[src/hdl/eof_pkg.sv]
package eof_pkg;

  // Datapath word and bit positions
  localparam int unsigned EOF_WORD_W = 16;
  localparam int unsigned EOF_MSB    = 15;
  localparam int unsigned EOF_LSB    = 0;

  // Instruction-word fields used by the flag decoders
  localparam int unsigned EOF_HI_B2  = 8;
  localparam int unsigned EOF_HI_B1  = 7;
  localparam int unsigned EOF_HI_B0  = 6;
  localparam int unsigned EOF_LO_B2  = 2;
  localparam int unsigned EOF_LO_B1  = 1;
  localparam int unsigned EOF_LO_B0  = 0;

  // Flag values after reset
  localparam logic EOF_EXT_RST = 1'b0;
  localparam logic EOF_OVF_RST = 1'b0;

endpackage : eof_pkg

[src/hdl/eof_two_rank.sv]
`timescale 1ns/1ns
// Two-rank flag: input rank loads on strobe rise, output rank on strobe fall
module eof_two_rank
  import eof_pkg::*;
#(
  parameter logic RST_VAL = 1'b0
) (
  input  wire logic clk,
  input  wire logic rst_b,
  input  wire logic strobe,
  input  wire logic set_in,
  input  wire logic clear_in,
  input  wire logic data_en,
  input  wire logic data_in,
  output logic      q
);

  typedef struct packed {
    logic strobe_d;
    logic rank;
    logic q;
  } eof_rank_type;

  eof_rank_type s;
  eof_rank_type next_s;

  // Data load beats set/clear; set and clear together toggle
  always_comb begin
    next_s          = s;
    next_s.strobe_d = strobe;
    if (strobe && !s.strobe_d) begin
      if (data_en) begin
        next_s.rank = data_in;
      end else if (set_in && clear_in) begin
        next_s.rank = !s.q;
      end else if (set_in) begin
        next_s.rank = 1'b1;
      end else if (clear_in) begin
        next_s.rank = 1'b0;
      end else begin
        next_s.rank = s.q;
      end
    end
    if (!strobe && s.strobe_d) begin
      next_s.q = s.rank;
    end
  end

  // State register
  always_ff @(posedge clk or negedge rst_b) begin
    if (!rst_b) begin
      s <= '{strobe_d: 1'b0, rank: RST_VAL, q: RST_VAL};
    end else begin
      s <= next_s;
    end
  end

  assign q = s.q;

endmodule : eof_two_rank

[src/hdl/eof_overflow_detect.sv]
`timescale 1ns/1ns
// Sign-based overflow detection on the adder buses
module eof_overflow_detect (
  input  wire logic r_sign,
  input  wire logic s_sign,
  input  wire logic t_sign,
  output logic      pos_ovf,
  output logic      neg_ovf
);

  // Two positives giving negative, two negatives giving positive
  assign pos_ovf = !r_sign && !s_sign && t_sign;
  assign neg_ovf = r_sign && s_sign && !t_sign;

endmodule : eof_overflow_detect

[src/hdl/eof_flag_logic.sv]
`timescale 1ns/1ns
module eof_flag_logic
  import eof_pkg::*;
#(
  parameter int unsigned WORD_W = EOF_WORD_W
) (
  input  wire logic              clk,
  input  wire logic              rst_b,
  input  wire logic [WORD_W-1:0] instr,
  input  wire logic              shift_rotate_group_decoded,
  input  wire logic              rotate_right_through_extend,
  input  wire logic              add_memory_to_accumulator,
  input  wire logic              increment_accumulator,
  input  wire logic              increment_memory_skip_zero,
  input  wire logic              set_extend_flag,
  input  wire logic              zero_extend_shift,
  input  wire logic              zero_extend_alter,
  input  wire logic              invert_extend_flag,
  input  wire logic              zero_overflow_flag,
  input  wire logic              io_switch_address_select,
  input  wire logic              skip_if_overflow_set,
  input  wire logic              skip_if_overflow_clear,
  input  wire logic              phase_three,
  input  wire logic              transfer_strobe,
  input  wire logic              write_result_to_acc_a,
  input  wire logic              write_result_to_acc_b,
  input  wire logic              carry_out_msb,
  input  wire logic [WORD_W-1:0] r_bus,
  input  wire logic [WORD_W-1:0] s_bus,
  input  wire logic [WORD_W-1:0] t_bus,
  output logic                   result_fill_bit,
  output logic                   result_fill_lsb,
  output logic                   result_fill_msb,
  output logic                   skip_request,
  output logic                   extend_lamp,
  output logic                   overflow_lamp
);

  // Word width must match the sixteen-bit flag positions
  if (WORD_W != EOF_WORD_W) begin : g_width_check
    $error("eof_flag_logic: WORD_W must be 16");
  end

  // Strobe tracking plus a snapshot of each cause taken at strobe start
  typedef struct packed {
    logic strb_d;
    logic chk;
    logic h_ext;
    logic h_ovf;
    logic h_rotl;
    logic h_rotr;
    logic h_r15;
    logic h_r0;
    logic h_carry;
    logic h_set;
    logic h_clr;
    logic h_inv;
    logic h_oset;
    logic h_oclr;
  } eof_state_type;

  eof_state_type s;
  eof_state_type next_s;

  logic phase_three_transfer_strobe;
  logic strb_rise;
  logic strb_fall;
  logic rotate_left_through_extend;
  logic rot_act;
  logic rot_data;
  logic arith_act;
  logic carry_set;
  logic ext_set_plain;
  logic ext_clr_plain;
  logic ext_set;
  logic ext_clr;
  logic pos_ovf;
  logic neg_ovf;
  logic set_overflow_flag;
  logic ovf_set;
  logic ovf_clr;
  logic extend_q;
  logic overflow_q;
  logic store_acc;

  // Strobe within phase three and its edges
  assign phase_three_transfer_strobe = phase_three && transfer_strobe;
  assign strb_rise = phase_three_transfer_strobe && !s.strb_d;
  assign strb_fall = !phase_three_transfer_strobe && s.strb_d;

  // Rotate-left decode from either bit group
  assign rotate_left_through_extend = shift_rotate_group_decoded &&
    ((instr[EOF_HI_B2] && instr[EOF_HI_B1] && !instr[EOF_HI_B0]) ||
     (instr[EOF_LO_B2] && instr[EOF_LO_B1] && !instr[EOF_LO_B0]));

  // Rotates load extend from the shifted-out bit on R bus
  assign rot_act  = phase_three && (rotate_left_through_extend ||
                    (shift_rotate_group_decoded && rotate_right_through_extend));
  assign rot_data = rotate_left_through_extend ? r_bus[EOF_MSB]
                                               : r_bus[EOF_LSB];

  // Add or increment, never memory increment-skip
  assign arith_act = (add_memory_to_accumulator || increment_accumulator) &&
                     !increment_memory_skip_zero;
  assign carry_set = arith_act && carry_out_msb;

  // Extend set/clear; a set wins over a plain clear, both means invert
  assign ext_set_plain = set_extend_flag || carry_set;
  assign ext_clr_plain = zero_extend_shift || zero_extend_alter;
  assign ext_set = phase_three && (ext_set_plain || invert_extend_flag);
  assign ext_clr = phase_three && (invert_extend_flag ||
                   (ext_clr_plain && !ext_set_plain));

  // Extend flag storage
  eof_two_rank #(
    .RST_VAL (EOF_EXT_RST)
  ) u_extend (
    .clk      (clk),
    .rst_b    (rst_b),
    .strobe   (phase_three_transfer_strobe),
    .set_in   (ext_set),
    .clear_in (ext_clr),
    .data_en  (rot_act),
    .data_in  (rot_data),
    .q        (extend_q)
  );

  // Sign checks on R, S and T bus bit 15
  eof_overflow_detect u_ovf_det (
    .r_sign  (r_bus[EOF_MSB]),
    .s_sign  (s_bus[EOF_MSB]),
    .t_sign  (t_bus[EOF_MSB]),
    .pos_ovf (pos_ovf),
    .neg_ovf (neg_ovf)
  );

  // Overflow set sources; set wins over a simultaneous clear
  assign set_overflow_flag = !instr[EOF_HI_B2] && !instr[EOF_HI_B1] &&
                             instr[EOF_HI_B0] && io_switch_address_select;
  assign ovf_set = phase_three &&
                   ((arith_act && (pos_ovf || neg_ovf)) || set_overflow_flag);
  assign ovf_clr = phase_three && zero_overflow_flag && !ovf_set;

  // Overflow flag storage, sticky between clears
  eof_two_rank #(
    .RST_VAL (EOF_OVF_RST)
  ) u_overflow (
    .clk      (clk),
    .rst_b    (rst_b),
    .strobe   (phase_three_transfer_strobe),
    .set_in   (ovf_set),
    .clear_in (ovf_clr),
    .data_en  (1'b0),
    .data_in  (1'b0),
    .q        (overflow_q)
  );

  // Old extend offered to result bus during the accumulator store
  assign store_acc       = write_result_to_acc_a || write_result_to_acc_b;
  assign result_fill_bit = extend_q;
  assign result_fill_lsb = phase_three_transfer_strobe && store_acc &&
                           rotate_left_through_extend;
  assign result_fill_msb = phase_three_transfer_strobe && store_acc &&
                           shift_rotate_group_decoded && rotate_right_through_extend;

  // Skip sense on overflow
  assign skip_request = (skip_if_overflow_set && overflow_q) ||
                        (skip_if_overflow_clear && !overflow_q);

  // Front-panel lamps
  assign extend_lamp   = extend_q;
  assign overflow_lamp = overflow_q;

  // Snapshot of causes at strobe start, check flag one cycle after the end
  always_comb begin
    next_s        = s;
    next_s.strb_d = phase_three_transfer_strobe;
    next_s.chk    = strb_fall;
    if (strb_rise) begin
      next_s.h_ext   = extend_q;
      next_s.h_ovf   = overflow_q;
      next_s.h_rotl  = rot_act && rotate_left_through_extend;
      next_s.h_rotr  = rot_act && !rotate_left_through_extend;
      next_s.h_r15   = r_bus[EOF_MSB];
      next_s.h_r0    = r_bus[EOF_LSB];
      next_s.h_carry = carry_set;
      next_s.h_set   = ext_set;
      next_s.h_clr   = ext_clr;
      next_s.h_inv   = invert_extend_flag;
      next_s.h_oset  = ovf_set;
      next_s.h_oclr  = ovf_clr;
    end
  end

  // State register
  always_ff @(posedge clk or negedge rst_b) begin
    if (!rst_b) begin
      s <= '0;
    end else begin
      s <= next_s;
    end
  end
endmodule : eof_flag_logic

[config.mk]
export PLATFORM = sky130hd
export DESIGN_NAME = eof_flag_logic
export DESIGN_NICKNAME = d
export VERILOG_FILES = /design/src/hdl/eof_pkg.sv /design/src/hdl/eof_two_rank.sv /design/src/hdl/eof_overflow_detect.sv /design/src/hdl/eof_flag_logic.sv
export SDC_FILE = /design/constraint.sdc
export NUM_CORES = 1
export LEC_CHECK = 0
export ABC_AREA = 0
export BUFFER_PORTS_ARGS = -buffer_cell sky130_fd_sc_hd__clkbuf_2
export CAP_MARGIN = 20
export CORE_AREA = 2 2 46 48
export CTS_CLUSTER_SIZE = 20
export DETAILED_ROUTE_END_ITERATION = 7
export DIE_AREA = 0 0 48 50
export MAX_ROUTING_LAYER = met4
export PLACE_DENSITY = 0.74
export SYNTH_ARGS = -nofsm -noshare
export SYNTH_HDL_FRONTEND = slang
export SYNTH_SLANG_ARGS = --single-unit
[constraint.sdc]
create_clock -name clk -period 1.4 [get_ports clk]
set_input_delay 0.28 -clock clk [delete_from_list [all_inputs] [get_ports clk]]
set_output_delay 0.28 -clock clk [all_outputs]
set_load 0.02 [all_outputs]
==> impl_metrics.env, run 1 <==
export IMPL_vias=466
export IMPL_ys_warn_count=0
export IMPL_crit_family="flip-flops"
export IMPL_drive_gt1_share_pct=55.4
export IMPL_cts_buffers=3
export IMPL_drt_iter0_markers=6
export IMPL_drv_slew=0
export IMPL_period_share_pct=96.1
export IMPL_crit_type="reg2out"
export IMPL_critPathLaunchType="register"
export IMPL_gp_congestion=0.745
export IMPL_tritoncts="built"
export IMPL_leakagePower_uw=0.000330
export IMPL_p_per_area_nw_per_um2=1040
export IMPL_cp_num_buf_inv=1
export IMPL_root_buffer="clkbuf_4"
export IMPL_tightest_slew_ns=0.339
export IMPL_ant_nets=0
export IMPL_design_area_um2=632
export IMPL_rows=16
export IMPL_grt_usage_pct=11.1
export IMPL_wl_per_cell_um=9.93
export IMPL_syn_inst=43
export IMPL_cts_sinks=5
export IMPL_drt_pass1_iterations=4
export IMPL_synth_distinct_cells=25
export IMPL_final_nets=168
export IMPL_drt_wl_total_um=1090
export IMPL_fin_tns_setup_ns=0
export IMPL_grt_max_degree=9
export IMPL_grt_pass1_vias=493
export IMPL_setup_viol=0
export IMPL_final_cell_mix="clkbuf_2 (34), nor2_1 (7), dfrtp_1 (5)"
export IMPL_syn_area_um2=377
export IMPL_fmax_mhz=743
export IMPL_viasPerCell=4.24
export IMPL_place_hpwl_um=948
export IMPL_multi_input_area_um2=240
export IMPL_fp_dieH_um=50
export IMPL_final_common_cell="clkbuf_2"
export IMPL_end_kind="output pin"
export IMPL_fin_crit_ns=1.35
export IMPL_ir_drop_v=0.000313
export IMPL_syn_nets=127
export IMPL_coreArea_um2=1900
export IMPL_place_area_um2=578
export IMPL_cts_max_level=1
export IMPL_fillCellCount=203
export IMPL_min_path_type="in2reg"
export IMPL_cp_arrival_ns=1.07
export IMPL_drv_cap=0
export IMPL_grt_pass1_wl_um=1890
export IMPL_regArea_um2=125
export IMPL_start_util_pct=19.8
export IMPL_io_pins=90
export IMPL_areaGrowthSynthToFinish_pct=67.8
export IMPL_clk_latency_ns=0.23
export IMPL_cp_slowest_cell="dfrtp_1"
export IMPL_die_area_um2=2400
export IMPL_slew_headroom_pct=77.1
export IMPL_rsz0062_at_grt="no"
export IMPL_max_stage_delay_ns=0.39
export IMPL_cp_cell_sequence="mux2_4, buf_6"
export IMPL_antenna_found_initial=0
export IMPL_critPathMaxFanout=2
export IMPL_clk_pin_slew_ns=0.04
export IMPL_io_buffers=35
export IMPL_die_w_um=48
export IMPL_clk_path_buf_depth=2
export IMPL_outcome="finished, final reports clean"
export IMPL_fin_skew_ns=0.000310
export IMPL_yosys_register_bits=5
export IMPL_hold_viol_final=0
export IMPL_drc_errors=0
export IMPL_critical_path_required_ns=1.12
export IMPL_antenna_cells=0
export IMPL_ys_seq_area_share_pct=33.2
export IMPL_grt_overflow=0
export IMPL_syn_area_per_cell_um2=8.76
worst reg2reg max path, delay by kind of cell (launching register included):
kind            cells  cell delay (ns)
flops               1             0.41
compound gates      4             0.65
sequential cells by signal (all words and copies together), names as in the netlist:
name	flops
u_overflow.q	1
u_overflow.s	2
u_extend.q	1
u_extend.s	1
worst paths after layout:
check | startpoint | endpoint | slack (ns) | depth (start not counted)
setup / recovery | u_overflow.q$_DFFE_PN0P_ | skip_request | 0.05 | 2
hold / removal | transfer_strobe | u_overflow.s[2]$_DFF_PN0_ | 0.32 | 3
setup reg to reg | u_extend.q$_DFFE_PN0P_ | u_extend.s[1]$_DFFE_PN0P_ | 0.26 | 4
hold reg to reg | u_extend.s[1]$_DFFE_PN0P_ | u_extend.q$_DFFE_PN0P_ | 0.51 | 1
max in group asynchronous | rst_b | u_extend.q$_DFFE_PN0P_ | 0.86 | 2
min in group asynchronous | rst_b | u_overflow.q$_DFFE_PN0P_ | 0.40 | 2
Yosys cell counts (all sizes together):
library cell | n | area share (%)
nor2 | 7 | 7.0
and3b | 2 | 5.0
dfrtp | 5 | 33
nor4bb | 1 | 2.7
o21ai | 2 | 2.7
o311ai | 1 | 2.3
nand3 | 1 | 1.3
o31ai | 1 | 2.0
inv | 2 | 2.0
nand4 | 1 | 1.7
o21bai | 1 | 2.0
and2 | 1 | 2.0
a21oi | 1 | 1.3
or3b | 1 | 2.3
a211oi | 1 | 3.3
mux2 | 4 | 12
nor3 | 1 | 1.3
nand2 | 4 | 4.0
buf | 1 | 2.0
nand3b | 1 | 2.0
a31oi | 2 | 3.3
o211ai | 1 | 2.0
a21bo | 1 | 2.7
layout make-up:
class	instances	share of cell area (%)
inverter	2	1.19
multi-input combinational	35	38.0
timing repair buffer	37	31.5
tap	27	5.35
sequential	5	19.8
clock buffer	4	4.16
where the power goes:
part / internal [µW] / switching, µW / total [µW]
Combinational: 143 / 134 / 277
Clock: 107 / 54.5 / 162
Sequential: 183 / 31.5 / 215
Total: 434 / 220 / 654
cell families (layout without fill, tap and decap cells):
logic type             after synthesis  in the layout  synth area share [%]
buffers and inverters                3             43                  3.99
multiplexers                         4              4                  12.0
AO/OA/AOI/OAI                       11             11                  21.6
AND/OR/NAND/NOR                     20             20                  29.2
flip-flops                           5              5                  33.2
per-layer routing:
layer / share of wire [%] / vias to the layer above / track usage, %
met2: 51 / 21 / 17.6
li1: - / 240 / -
met5: 0 / - / -
met4: 0 / 0 / 6.76
met3: 8.0 / 0 / 1.47
met1: 41 / 205 / 12.7
per-stage QoR:
| stage | setup slack (ns) | util [%] | power, µW | hold slack (ns) | instances |
|---|---|---|---|---|---|
| after global routing | 0.00220 | 33.2 | 711 | 0.348 | 110 |
| after global placement | 0.0850 | 30.4 | 452 | 0.0973 | 104 |
| after CTS | 0.0167 | 32.7 | 654 | 0.314 | 110 |
| after floorplan | 0.232 | - | 365 | -0.0156 | 43 |
| final | 0.0540 | 33.2 | 654 | 0.318 | 110 |
| after detailed placement | 0.0676 | 30.4 | 463 | 0.103 | 104 |
what timing repair did:
item / 4_1_cts / 5_1_grt
setup endpoints to repair: 1 / 1
gates resized for setup: 0 / 4
buffers inserted: 1 / 0
hold buffers: 1 / 0
endpoints found under the hold margin: 5 / 0
Note: power is estimated with default switching activity, not from simulation.
==> inputs of run 2 (changes only) <==
SETUP_SLACK_MARGIN = 0.3   (was unset)
==> impl_metrics.env, run 2 (synthesized netlist as in run 1, its figures left out) <==
export IMPL_drv_slew=0
export IMPL_viasPerCell=4.35
export IMPL_fin_ws_ns=0.0568
export IMPL_dp_slack_ns=0.101
export IMPL_outcome="finished, final reports clean"
export IMPL_fin_tns_setup_ns=0
export IMPL_fin_util_pct=39.7
export IMPL_rows=16
export IMPL_die_w_um=48
export IMPL_coreArea_um2=1900
export IMPL_root_buffer="clkbuf_4"
export IMPL_clk_pin_slew_ns=0.05
export IMPL_grt_usage_pct=11.2
export IMPL_timing_rr_end="u_extend.s[1]$_DFFE_PN0P_"
export IMPL_clk_latency_ns=0.24
export IMPL_setup_viol=0
export IMPL_ff2ff_setup_slack_ns=0.30
export IMPL_final_nets=174
export IMPL_place_hpwl_um=907
export IMPL_antenna_found_initial=0
export IMPL_end_kind="output pin"
export IMPL_drive_gt1_share_pct=64.0
export IMPL_drt_iter0_markers=2
export IMPL_grt_pass1_vias=488
export IMPL_grt_max_degree=6
export IMPL_placedCellCount=105
export IMPL_min_path_type="in2reg"
export IMPL_fin_skew_ns=0.00277
export IMPL_final_cell_mix="clkbuf_2 (27), buf_4 (9), nor2_1 (6)"
export IMPL_gp_congestion=0.719
export IMPL_largest_register_ffs=2
export IMPL_areaGrowthSynthToFinish_pct=101
export IMPL_period_share_pct=95.9
export IMPL_tritoncts="built"
export IMPL_clk_path_buf_depth=2
export IMPL_holdPathEnd="u_overflow.s[2]$_DFF_PN0_"
export IMPL_grt_overflow=0
export IMPL_fin_crit_ns=1.34
export IMPL_hold_viol_final=0
export IMPL_hold_path_startpoint="transfer_strobe"
export IMPL_critPathMaxFanout=2
export IMPL_final_common_cell="clkbuf_2"
export IMPL_vias=505
export IMPL_rsz0062_at_grt="yes"
export IMPL_fp_dieH_um=50
export IMPL_io_buffers=35
export IMPL_start_util_pct=19.8
export IMPL_tightest_slew_ns=0.366
export IMPL_wl_per_cell_um=10.4
export IMPL_ir_drop_v=0.000407
export IMPL_regMostFlops="u_overflow.s"
export IMPL_min_path_cells=4
export IMPL_rr_worst_depth=4
export IMPL_antenna_cells=0
export IMPL_drt_wl_total_um=1210
export IMPL_p_per_area_nw_per_um2=996
export IMPL_slew_headroom_pct=75.3
export IMPL_drv_cap=0
export IMPL_critPathLaunchType="register"
export IMPL_io_pins=90
export IMPL_cts_sinks=5
export IMPL_cp_arrival_ns=1.06
export IMPL_critical_path_required_ns=1.12
export IMPL_final_cells=116
export IMPL_fmax_mhz=744
export IMPL_drt_pass1_iterations=2
export IMPL_ant_nets=0
export IMPL_grt_pass1_wl_um=1820
export IMPL_leakagePower_uw=0.000388
export IMPL_crit_type="reg2out"
export IMPL_cts_buffers=3
export IMPL_die_area_um2=2400
export IMPL_r2r_start="u_extend.q$_DFFE_PN0P_"
export IMPL_fillCellCount=209
export IMPL_drc_errors=0
export IMPL_cts_max_level=1
## run 2: layout make-up
cell class / instances / area, µm² / share of cell area (%)
Timing Repair Buffer: 43 / 305 / 40.4
Multi-Input combinational cell: 35 / 256 / 33.9
Sequential cell: 5 / 126 / 16.7
Tap cell: 27 / 33.8 / 4.47
Clock buffer: 4 / 26.3 / 3.48
Inverter: 2 / 7.51 / 0.993
## run 2: stage by stage
stage / area [µm²] / power, µW / hold slack [ns]
global placement: 589 / 456 / 0.0976
detailed placement: 589 / 466 / 0.101
floorplan: 380 / 369 / -0.0156
CTS: 744 / 749 / 0.324
global route: 756 / 806 / 0.320
finish: 756 / 753 / 0.323
## run 2: power breakdown
part           switching [µW]  internal (µW)  total [µW]
clock                    63.2            108         171
sequential               31.9            185         217
combinational             146            218         364
total                     241            511         753
## run 2: worst max-delay path: stages, from the launching register on
cell and delay [ns]:
dfrtp_2 0.35, mux2_2 0.34, buf_6 0.13
## run 2: worst max-delay path by stage
stage	startpoint	to	slack [ns]	cells past startpoint
after detailed placement	instr[8]	u_extend.s[1]$_DFFE_PN0P_	0.10	5
after floorplan	u_extend.q$_DFFE_PN0P_	u_extend.s[1]$_DFFE_PN0P_	0.24	4
after CTS	u_overflow.q$_DFFE_PN0P_	skip_request	0.04	2
final	u_overflow.q$_DFFE_PN0P_	skip_request	0.06	2
after global routing	u_overflow.q$_DFFE_PN0P_	skip_request	0.02	2
after global placement	instr[8]	u_extend.s[1]$_DFFE_PN0P_	0.09	5
## run 2: repair_timing
action	in CTS	in global routing
pin swaps	8	4
buffers inserted	6	0
endpoints found under the hold margin	5	0
setup endpoints to repair	7	7
gates cloned	0	0
gates resized for setup	15	7
hold buffers	1	0
## run 2: metal layers
layer	GRT usage, %	part of all wire (%)
met2	18.4	51
met3	4.76	9.3
met4	7.21	1.3
met1	9.78	38
met5	-	0
